`config.mk`:
```
export PLATFORM = sky130hd
export DESIGN_NAME = fsrp_top
export DESIGN_NICKNAME = d
export VERILOG_FILES = /design/src/hdl/fsrp_pkg.sv /design/src/hdl/fsrp_top.sv /design/src/hdl/fsrp_macrocell.sv
export SDC_FILE = /design/constraint.sdc
export NUM_CORES = 1
export LEC_CHECK = 0
export BUFFER_PORTS_ARGS = -buffer_cell sky130_fd_sc_hd__buf_4
export CAP_MARGIN = 25
export CORE_ASPECT_RATIO = 0.5
export CORE_UTILIZATION = 37
export DETAILED_ROUTE_END_ITERATION = 12
export PLACE_DENSITY = 0.81
export SLEW_MARGIN = 20
export SYNTH_ARGS = -nofsm -noshare
export SYNTH_HDL_FRONTEND = slang
export SYNTH_SLANG_ARGS = --single-unit
export TNS_END_PERCENT = 50
```
`constraint.sdc`:
```
create_clock -name ref_clk -period 1.85 [get_ports ref_clk]
set_input_delay 0.37 -clock ref_clk [delete_from_list [all_inputs] [get_ports ref_clk]]
set_output_delay 0.37 -clock ref_clk [all_outputs]
set_load 0.005 [all_outputs]
```
`src/hdl/fsrp_pkg.sv`:
```
// Package with the constants shared by the fuse security and register preload block.
package fsrp_pkg;
    // Number of macrocells, each with two registers.
    localparam int MACRO_COUNT = 10;
    // Fuse-map sizes for each compatibility mode.
    localparam logic [13:0] FUSES_LEGACY_A = 14'd14394;
    localparam logic [13:0] FUSES_LEGACY_B = 14'd14435;
    localparam logic [13:0] FUSES_NATIVE = 14'd14504;
    // Width of the fuse address.
    localparam int FUSE_AW = 14;
    // Width of the user signature row.
    localparam int SIG_W = 64;
    // Reset values.
    localparam logic REG_RESET = 1'b0;
    localparam logic [1:0] CHK_RESET = 2'h0;
    localparam logic [15:0] SUM_RESET = 16'h0000;
    // Fuse-map compatibility modes.
    typedef enum logic [1:0] {
        FSRP_MODE_NATIVE = 2'h0,
        FSRP_MODE_LEGACY_A = 2'h1,
        FSRP_MODE_LEGACY_B = 2'h2
    } fsrp_mode_t;
    // Preload sequencer states, one-hot.
    typedef enum logic [2:0] {
        FSRP_ST_RUN = 3'b001,
        FSRP_ST_PRELOAD = 3'b010,
        FSRP_ST_LOADED = 3'b100
    } fsrp_state_t;
endpackage

```
`src/hdl/fsrp_top.sv`:
```
// Top of the fuse security and register preload block.
//
// Summary of operation
// [RL1] In preload mode every macrocell register can be forced high or low.
// [RL2] A high pin level loads a one and a low level a zero, whatever the output polarity.
// [RL3] The tester enters preload by holding the high-voltage qualifier input active.
// [RL4] A clock-term pulse in preload copies the pin levels into the selected register bank.
// [RL5] Select low updates register 0 only; select high updates register 1 only.
// [RL6] Once the security fuse is set every fuse reads back as programmed.
// [RL7] The programmer writes the security fuse last because it acts at once.
// [RL8] First legacy mode maps 14394 fuses, zero signature row, keeper off.
// [RL9] Second legacy mode maps 14435 fuses, zero signature row, keeper off.
// [RL10] Native mode maps 14504 fuses with user signature row and user keeper bit.
// [RL11] In legacy modes the checksum covers only the legacy-sized fuse range.
// [RL12] While preload is active the output drivers are released.
`timescale 1ns/1ps
module fsrp_top
    import fsrp_pkg::*;
(
    input wire logic ref_clk,
    input wire logic nrst,
    input wire logic preloadHv,
    input wire logic clockTerm,
    input wire logic bankSelect,
    input wire logic [MACRO_COUNT-1:0] ioIn,
    output logic [MACRO_COUNT-1:0] ioOut,
    output logic [MACRO_COUNT-1:0] ioOe,
    input wire logic runLoad,
    input wire logic [MACRO_COUNT-1:0] runData0,
    input wire logic [MACRO_COUNT-1:0] runData1,
    input wire logic [MACRO_COUNT-1:0] outEnable,
    input wire logic [MACRO_COUNT-1:0] polarityInvert,
    input wire fsrp_pkg::fsrp_mode_t fuseMode,
    input wire logic keeperFuse,
    input wire logic [SIG_W-1:0] userSignatureRowFuse,
    input wire logic securityFuse,
    input wire logic verifyReq,
    input wire logic [FUSE_AW-1:0] verifyAddr,
    input wire logic fuseRaw,
    input wire logic checksumStart,
    output logic verifyData,
    output logic verifyValid,
    output logic [FUSE_AW-1:0] fuseCount,
    output logic keeperEnable,
    output logic [SIG_W-1:0] userSignatureRow,
    output logic [15:0] checksum,
    output logic checksumDone,
    output logic [MACRO_COUNT-1:0] reg0,
    output logic [MACRO_COUNT-1:0] reg1,
    output logic preloadActive
);
    import fsrp_pkg::*;

    ////////////////////////////////////////////////////////////////////////
    fsrp_state_t state;
    fsrp_state_t next_state;
    logic clockTermLast;
    logic preloadPulse;

    // Returns the fuse-map size for a mode.
    function automatic logic [FUSE_AW-1:0] mapSize(input fsrp_mode_t m);
        case (m)
            FSRP_MODE_LEGACY_A: mapSize = FUSES_LEGACY_A;
            FSRP_MODE_LEGACY_B: mapSize = FUSES_LEGACY_B;
            default: mapSize = FUSES_NATIVE;
        endcase
    endfunction

    // Returns whether a mode is a legacy-compatible one.
    function automatic logic isLegacy(input fsrp_mode_t m);
        isLegacy = (m == FSRP_MODE_LEGACY_A) || (m == FSRP_MODE_LEGACY_B);
    endfunction

    // Preload sequencer: enter on the qualifier, load once per clock-term pulse.
    always_comb begin
        next_state = state;
        case (state)
            FSRP_ST_RUN: begin
                if (preloadHv) begin
                    next_state = FSRP_ST_PRELOAD; // [RL3]
                end
            end
            FSRP_ST_PRELOAD: begin
                if (!preloadHv) begin
                    next_state = FSRP_ST_RUN;
                end else if (preloadPulse) begin
                    next_state = FSRP_ST_LOADED;
                end
            end
            FSRP_ST_LOADED: begin
                if (!preloadHv) begin
                    next_state = FSRP_ST_RUN;
                end else if (!clockTerm) begin
                    next_state = FSRP_ST_PRELOAD;
                end
            end
            default: next_state = FSRP_ST_RUN;
        endcase
    end

    // State register.
    always_ff @(posedge ref_clk or negedge nrst) begin
        if (!nrst) begin
            state <= FSRP_ST_RUN;
        end else begin
            state <= next_state;
        end
    end

    // Clock-term edge history.
    always_ff @(posedge ref_clk or negedge nrst) begin
        if (!nrst) begin
            clockTermLast <= 1'b0;
        end else begin
            clockTermLast <= clockTerm;
        end
    end

    // A load happens on the rising edge of the clock term while in preload.
    assign preloadPulse = (state == FSRP_ST_PRELOAD) && clockTerm && !clockTermLast; // [RL4]
    assign preloadActive = (state != FSRP_ST_RUN);

    ////////////////////////////////////////////////////////////////////////
    // One macrocell per I/O pin; drivers are released during preload.
    genvar gi;
    generate
        for (gi = 0; gi < MACRO_COUNT; gi++) begin : gMacro
            fsrp_macrocell uCell (
                .ref_clk(ref_clk),
                .nrst(nrst),
                .runLoad(runLoad && !preloadActive),
                .runData0(runData0[gi]),
                .runData1(runData1[gi]),
                .preloadPulse(preloadPulse),
                .selectHigh(bankSelect),
                .pinIn(ioIn[gi]),
                .pinDrive(outEnable[gi] && !preloadActive), // [RL12]
                .polarityInvert(polarityInvert[gi]),
                .reg0(reg0[gi]),
                .reg1(reg1[gi]),
                .pinOut(ioOut[gi]),
                .pinOe(ioOe[gi])
            );
        end
    endgenerate

    ////////////////////////////////////////////////////////////////////////
    // Mode-dependent view of the signature row and keeper bit.
    always_comb begin
        fuseCount = mapSize(fuseMode); // [RL8] [RL9] [RL10]
        keeperEnable = isLegacy(fuseMode) ? 1'b0 : keeperFuse;
        userSignatureRow = isLegacy(fuseMode) ? '0 : userSignatureRowFuse;
    end

    // Verify read: the security fuse forces every fuse to read programmed.
    always_ff @(posedge ref_clk or negedge nrst) begin
        if (!nrst) begin
            verifyData <= 1'b0;
            verifyValid <= 1'b0;
        end else begin
            verifyValid <= verifyReq;
            if (verifyReq) begin
                verifyData <= securityFuse ? 1'b1 : fuseRaw; // [RL6]
            end
        end
    end

    ////////////////////////////////////////////////////////////////////////
    logic [FUSE_AW-1:0] sumAddr;
    logic sumBusy;

    // Checksum walks fuses in order; legacy modes stop at their smaller map.
    always_ff @(posedge ref_clk or negedge nrst) begin
        if (!nrst) begin
            checksum <= SUM_RESET;
            sumAddr <= '0;
            sumBusy <= 1'b0;
            checksumDone <= 1'b0;
        end else if (checksumStart) begin
            checksum <= SUM_RESET;
            sumAddr <= '0;
            sumBusy <= 1'b1;
            checksumDone <= 1'b0;
        end else if (sumBusy) begin
            checksum <= checksum + {15'h0000, (securityFuse | fuseRaw)}; // [RL11]
            if (sumAddr == mapSize(fuseMode) - 14'd1) begin
                sumBusy <= 1'b0;
                checksumDone <= 1'b1;
            end else begin
                sumAddr <= sumAddr + 14'd1;
            end
        end
    end

    ////////////////////////////////////////////////////////////////////////
    // Preload cycle must load the selected bank from the pins; driver, entry, verify and fuse-map checks follow.
    preload_bank0_a: assert property (@(posedge ref_clk) disable iff (!nrst)
        preloadPulse && !bankSelect |=> reg0 == $past(ioIn)) // [RL5]
        else $error("Bank 0 not loaded from pins.");
    preload_bank1_a: assert property (@(posedge ref_clk) disable iff (!nrst)
        preloadPulse && bankSelect |=> reg1 == $past(ioIn)) // [RL2]
        else $error("Bank 1 not loaded from pins.");
    preload_outputs_a: assert property (@(posedge ref_clk) disable iff (!nrst)
        preloadActive |-> ioOe == '0) // [RL12]
        else $error("Drivers active during preload.");
    preload_entry_a: assert property (@(posedge ref_clk) disable iff (!nrst)
        (state == FSRP_ST_RUN) && preloadHv |=> preloadActive) // [RL3]
        else $error("Preload not entered.");
    secure_verify_a: assert property (@(posedge ref_clk) disable iff (!nrst)
        verifyReq && securityFuse |=> verifyValid && verifyData) // [RL6]
        else $error("Secured fuse read back blank.");
    legacy_keeper_a: assert property (@(posedge ref_clk) disable iff (!nrst)
        isLegacy(fuseMode) |-> !keeperEnable && userSignatureRow == '0) // [RL8]
        else $error("Legacy mode kept keeper or signature.");
    native_map_a: assert property (@(posedge ref_clk) disable iff (!nrst)
        fuseMode == FSRP_MODE_NATIVE |-> fuseCount == FUSES_NATIVE) // [RL10]
        else $error("Native fuse count wrong.");
    legacy_b_map_a: assert property (@(posedge ref_clk) disable iff (!nrst)
        fuseMode == FSRP_MODE_LEGACY_B |-> fuseCount == FUSES_LEGACY_B) // [RL9]
        else $error("Second legacy fuse count wrong.");
endmodule

```
`src/hdl/fsrp_macrocell.sv`:
```
// One macrocell: two registers with preload and a pin driver.
`timescale 1ns/1ps
module fsrp_macrocell
    import fsrp_pkg::*;
(
    input wire logic ref_clk,
    input wire logic nrst,
    input wire logic runLoad,
    input wire logic runData0,
    input wire logic runData1,
    input wire logic preloadPulse,
    input wire logic selectHigh,
    input wire logic pinIn,
    input wire logic pinDrive,
    input wire logic polarityInvert,
    output logic reg0,
    output logic reg1,
    output logic pinOut,
    output logic pinOe
);
    // Register 0: the pin level is loaded as-is, ignoring output polarity.
    always_ff @(posedge ref_clk or negedge nrst) begin
        if (!nrst) begin
            reg0 <= REG_RESET;
        end else if (preloadPulse && !selectHigh) begin
            reg0 <= pinIn; // [RL1] [RL2] [RL5]
        end else if (runLoad) begin
            reg0 <= runData0;
        end
    end

    // Register 1: loaded when the select pin is high.
    always_ff @(posedge ref_clk or negedge nrst) begin
        if (!nrst) begin
            reg1 <= REG_RESET;
        end else if (preloadPulse && selectHigh) begin
            reg1 <= pinIn; // [RL1] [RL2] [RL5]
        end else if (runLoad) begin
            reg1 <= runData1;
        end
    end

    // Output driver applies the configured polarity and is enabled by the caller.
    always_comb begin
        pinOut = reg0 ^ polarityInvert;
        pinOe = pinDrive;
    end
endmodule

```
Word level (Yosys, flattened, before mapping):

Index checks and enable logic that the tools add are counted.

* $add $sub $neg: 3
* eq/ne operators: 11
* multiplexer cells: 63
* bitwise logic cells: 11
* reductions and logical operators: 26

Operator list (count)
* $mux W14: 5
* $mux W64: 1
* $mux W1: 48
* $mux W16: 2
* $add A16 B1 Y16: 1
* $pmux W8 S2: 1
* $logic_and A1 B1 Y1: 15
* $mux W3: 5
* $add A14 B1 Y14 const B: 1
* $eq A14 B14 Y1: 1
* $sub A14 B1 Y14 const B: 1
* $xor A1 B1 Y1: 10
* $pmux W3 S3: 1
* $reduce_bool A2 Y1: 4
* $ne A2 B2 Y1 const B: 2
* $reduce_and A2 Y1: 2
* $eq A3 B1 Y1 const B: 1
* $eq A3 B2 Y1 const B: 1
* $eq A3 B3 Y1 const B: 1
* $logic_not A1 Y1: 3
* $ne A3 B1 Y1 const B: 1
* $ne A3 B2 Y1 const B: 1
* $ne A3 B3 Y1 const B: 1
* $reduce_and A3 Y1: 1
* other kinds (4): 4

* bits in registers: 58
* word-level logic and storage cells: 142

Depth between registers and ports, before layout:

* word-level depth: 9
* gate-level depth with buffers: 7

Modules after synthesis:

From an unflattened synthesis, not the netlist that was laid out.

* cells, all modules: 412
* area, all modules: 3977.6 um^2

Modules (own cells, without submodules)
* fsrp_top: instances 1, cells an instance 312, area each 2688.8 um^2
* fsrp_macrocell: instances 10, cells an instance 10, area each 128.9 um^2

Worst setup path before layout:

Ideal clock, no wire load.

* path type: input to register
* from: in fuseMode[0]
* to: reg sumAddr[8]
* arrival time: 1.999 ns
* data required time: 1.718 ns
* setup slack: -0.281 ns
* stages: 7
* path buffers: 0
* path through: inv_1 -> ha_1 -> or3_4 -> a2111oi_4 -> a211oi_1 -> xnor2_1 -> nor2_1

* longest elaborated chain between the ends: 8
* elaborated cells on any way between the ends: 9

RTL lines
* start, declared: line fsrp_top.sv:33 `input wire fsrp_pkg::fsrp_mode_t fuseMode,`
* $eq A2 B2 Y1 or $eq A2 B1 Y1 (tied branches)
* $pmux W8 S2 (*)
* via fuseCount[7]: line fsrp_top.sv:43 `output logic [FUSE_AW-1:0] fuseCount,`
* $mux W14 (*): line fsrp_top.sv:184 `end else if (sumBusy) begin`
* $mux W14 (*): line fsrp_top.sv:179 `end else if (checksumStart) begin`
* $sub A14 B1 Y14 (*): line fsrp_top.sv:186 `if (sumAddr == mapSize(fuseMode) - 14'd1) begin`
* $eq A14 B14 Y1 (*): line fsrp_top.sv:186
* $ne A2 B2 Y1 (no source line) (*)
* $reduce_and A2 Y1 (no source line) (*)
* end signal, assigned: line fsrp_top.sv:190 `sumAddr <= sumAddr + 14'd1;`
* end, declared: line fsrp_top.sv:169 `logic [FUSE_AW-1:0] sumAddr;`

Mark *: on every way through the listed nets, which the timed path passes. The rest lies on a longest branch. The select of a mux whose other input is x is not followed.
A chain may end at the register's enable or synchronous reset.

Worst setup path in the final report:

* from: reg state[0]
* to: out ioOe[1]

* longest elaborated chain between the ends: 3

RTL lines
* start, declared: line fsrp_top.sv:55 `fsrp_state_t state;`
* start signal, assigned: line fsrp_top.sv:106 `state <= next_state;`
* $ne A3 B1 Y1: line fsrp_top.sv:121 `assign preloadActive = (state != FSRP_ST_RUN);`
* $logic_not A1 Y1: line fsrp_top.sv:137 `.pinDrive(outEnable[gi] && !preloadActive),`
* $logic_and A1 B1 Y1: line fsrp_top.sv:137
* end, declared: line fsrp_top.sv:27 `output logic [MACRO_COUNT-1:0] ioOe,`

Every way passes these cells.

==> impl_metrics.env <==
export IMPL_critPathTopFamily="flip-flops"
export IMPL_grt_pass1_wl_mm=17.4
export IMPL_io_pins=280
export IMPL_hold_path_class="in -> async"
export IMPL_grt_max_degree=68
export IMPL_r2r_slack_ps=140
export IMPL_critPathCaptureType="output pin"
export IMPL_rsz0062_at_grt="yes"
export IMPL_ir_drop_mv=0.467
export IMPL_path_max_fanout=6
export IMPL_antenna_found_initial=0
export IMPL_crit_arrival_ps=1480
export IMPL_synth_compound_area_share_pct=11.2
export IMPL_r2r_end="sumAddr[2]"
export IMPL_clock_path_buffers=2
export IMPL_clock_sinks=58
export IMPL_routed_wl_mm=11.5
export IMPL_yosys_area_share_xor_xnor_pct=7.32
export IMPL_synth_edf_count=0
export IMPL_core_mm2=0.00973
export IMPL_detail_route_wl_per_cell_um=14.6
export IMPL_place_inst=768
export IMPL_drt_iter0_drc=151
export IMPL_clk_pin_slew_ps=50
export IMPL_grtUsageTotal_pct=21.1
export IMPL_yosys_area_share_adder_pct=2.29
export IMPL_htree_levels=3
export IMPL_viasPerCell=4.66
export IMPL_overflow=0
export IMPL_fin_hold_ws_ps=115
export IMPL_cts_root_buf="clkbuf_16"
export IMPL_p_per_area_mw_per_mm2=893
export IMPL_finalCriticalPeriod_ps=1850
export IMPL_finalPower_mw=5.37
export IMPL_cts_buffers_inserted=9
export IMPL_synth_seq_cells=58
export IMPL_reg2reg_depth=6
export IMPL_critPathKind="reg -> out"
export IMPL_fin_nets=794
export IMPL_antenna_left=0
export IMPL_status="finished clean"
export IMPL_areaGrowthSynthToFinish_pct=57.1
export IMPL_drt_pass1_iter_count=4
export IMPL_fp_dieW_um=146
export IMPL_fin_crit_sh_pct=99.8
export IMPL_initial_utilization_pct=39.4
export IMPL_cts_tree="built"
export IMPL_synthMuxAreaShare_pct=1.37
export IMPL_ys_flop_type="dfrtp_1"
export IMPL_clk_latency_ps=320
export IMPL_cp_slowest_cell="dfstp_2"
export IMPL_ys_types=55
export IMPL_diodes=0
export IMPL_cp_num_buf_inv=2
export IMPL_async_reset_ff_share_pct=100
export IMPL_mostFrequentLayoutCells="buf_4, and2_1, dfrtp_1"
export IMPL_dieHeight_um=73.9
export IMPL_cp_start_kind="flip-flop"
export IMPL_dp_hpwl_mm=9.17
export IMPL_finalMaxSlewViolations=0
export IMPL_hold_violations=0
export IMPL_grt_pass1_vias=3415
export IMPL_synth_simple_area_share_pct=26.8
export IMPL_p_leak_nw=3.16
export IMPL_drv_cap=0
export IMPL_setup_viol=0
export IMPL_tightest_slew_ps=762
export IMPL_drc=0
export IMPL_multi_input_area_mm2=0.00195
export IMPL_fin_cells=786
export IMPL_port_buffers=257
export IMPL_ctsHoldBuffers=0
export IMPL_seqCellArea_mm2=0.00145
export IMPL_max_freq_ghz=0.541
export IMPL_crit_required_ps=1480
export IMPL_clock_skew_ps=4.34
export IMPL_final_common_cell="buf_4"
export IMPL_slew_headroom_pct=49.0
export IMPL_place_ws_ps=-164
export IMPL_avgSynthCellArea_um2=9.09
export IMPL_drive_gt1_share_pct=47.6
export IMPL_synth_top_family_by_area="simple AND/OR/NAND/NOR gates"
export IMPL_fill_cells=837
export IMPL_place_congestion=0.896
export IMPL_cpPeakStageDelay_ps=530
export IMPL_rows=25
export IMPL_r2r_start="sumAddr[4]"
export IMPL_ys_warn_count=0
export IMPL_finalWorstSetupSlack_ps=3.21
export IMPL_syn_instance_count=421
export IMPL_num_vias=3662
export IMPL_synth_area_mm2=0.00383
export IMPL_dieArea_mm2=0.0108
export IMPL_crit_chain="nor3b_4 > buf_6 > and2_1 > buf_4"
export IMPL_seq_area_frac_synth_pct=37.9
-- through the flow --
stage,instance area (um2),setup TNS (ps),util (%)
final,6020,0,61.8
after global routing,6020,-691,61.8
after CTS,5970,-58.0,61.4
after detailed placement,5640,-1830,57.9
after global placement,5640,-964,57.9
after floorplan,3870,-65.6,-
-- registers in the layout (all words and copies together) (netlist names) --
signal             count
sumBusy                1
gMacro.uCell.reg0     10
sumAddr               14
verifyData             1
clockTermLast          1
checksum              16
state                  3
verifyValid            1
checksumDone           1
gMacro.uCell.reg1     10
-- cells in the mapped netlist, drive strengths merged (2+ instances only) --
cell type   n  area [um2]
a21oi       7        38.8
nor3        4        20.0
clkbuf     13        48.8
ha          7        87.6
nand3       7        35.0
xnor2      11        96.3
and2       76         475
nor2       33         124
a22oi      11        87.6
mux2i       3        30.0
and4        2        18.8
mux2        2        22.5
inv         8        30.0
and3        8        50.1
buf        55         415
dfrtp      57        1430
or3         4        30.0
or2         2        12.5
a21o       10        75.1
conb        2        7.51
nor2b       3        18.8
nand2      31         116
o21ai       5        25.0
nor3b       2        15.0
xor2       21         184
a22o       10        87.6
nand4       8        50.1
-- per-layer routing --
metal / vias up / global-route usage [%] / share of wire, %
li1: 1795 / - / -
met1: 1719 / 24.2 / 40
met2: 134 / 37.7 / 51
met3: 14 / 7.24 / 7.1
met4: 0 / 7.13 / 1.6
met5: - / 0 / 0
-- logic make-up (layout without fill, tap and decap cells) --
group,count (synthesis),after routing
AOI/OAI and AO/OA,54,54
xor gates and xnor gates,32,32
adders and majority gates,7,7
buffers and inverters,76,300
DFF,58,58
muxes,5,5
other,2,8
and+or+nand+nor,187,187
-- worst max path at each step --
stage                      startpoint      end  slack (ps)  cells past startpoint
final                        state[0]  ioOe[1]           3                      4
after global routing         state[0]  ioOe[5]         -80                      4
after CTS                    state[0]  ioOe[3]         -10                      4
after detailed placement  fuseMode[0]  sumBusy        -160                      8
after global placement    fuseMode[0]  sumBusy        -140                      8
after floorplan           fuseMode[1]  sumBusy         -40                      5
-- final cells by class --
class                           instances  share of cell area [%]
Clock buffer                           14                    4.39
Clock inverter                          2                   0.582
Inverter                                8                   0.582
Multi-Input combinational cell        293                    32.4
Sequential cell                        58                    24.1
Tap cell                              135                    2.81
Timing Repair Buffer                  276                    35.1
-- where the power goes --
group	switching (mW)	internal [mW]	total, mW
clock	0.538	1.11	1.65
combinational	0.762	1.24	2.00
sequential	0.197	1.53	1.72
total	1.50	3.88	5.37
-- what timing repair did --
item	4_1_cts	5_1_grt
endpoints found under the hold margin	0	0
setup endpoints to repair	76	24
pin swaps	0	6
gates resized for setup	7	14
gates cloned	1	0
buffers inserted	1	0
(Power assumes the default switching activity.)
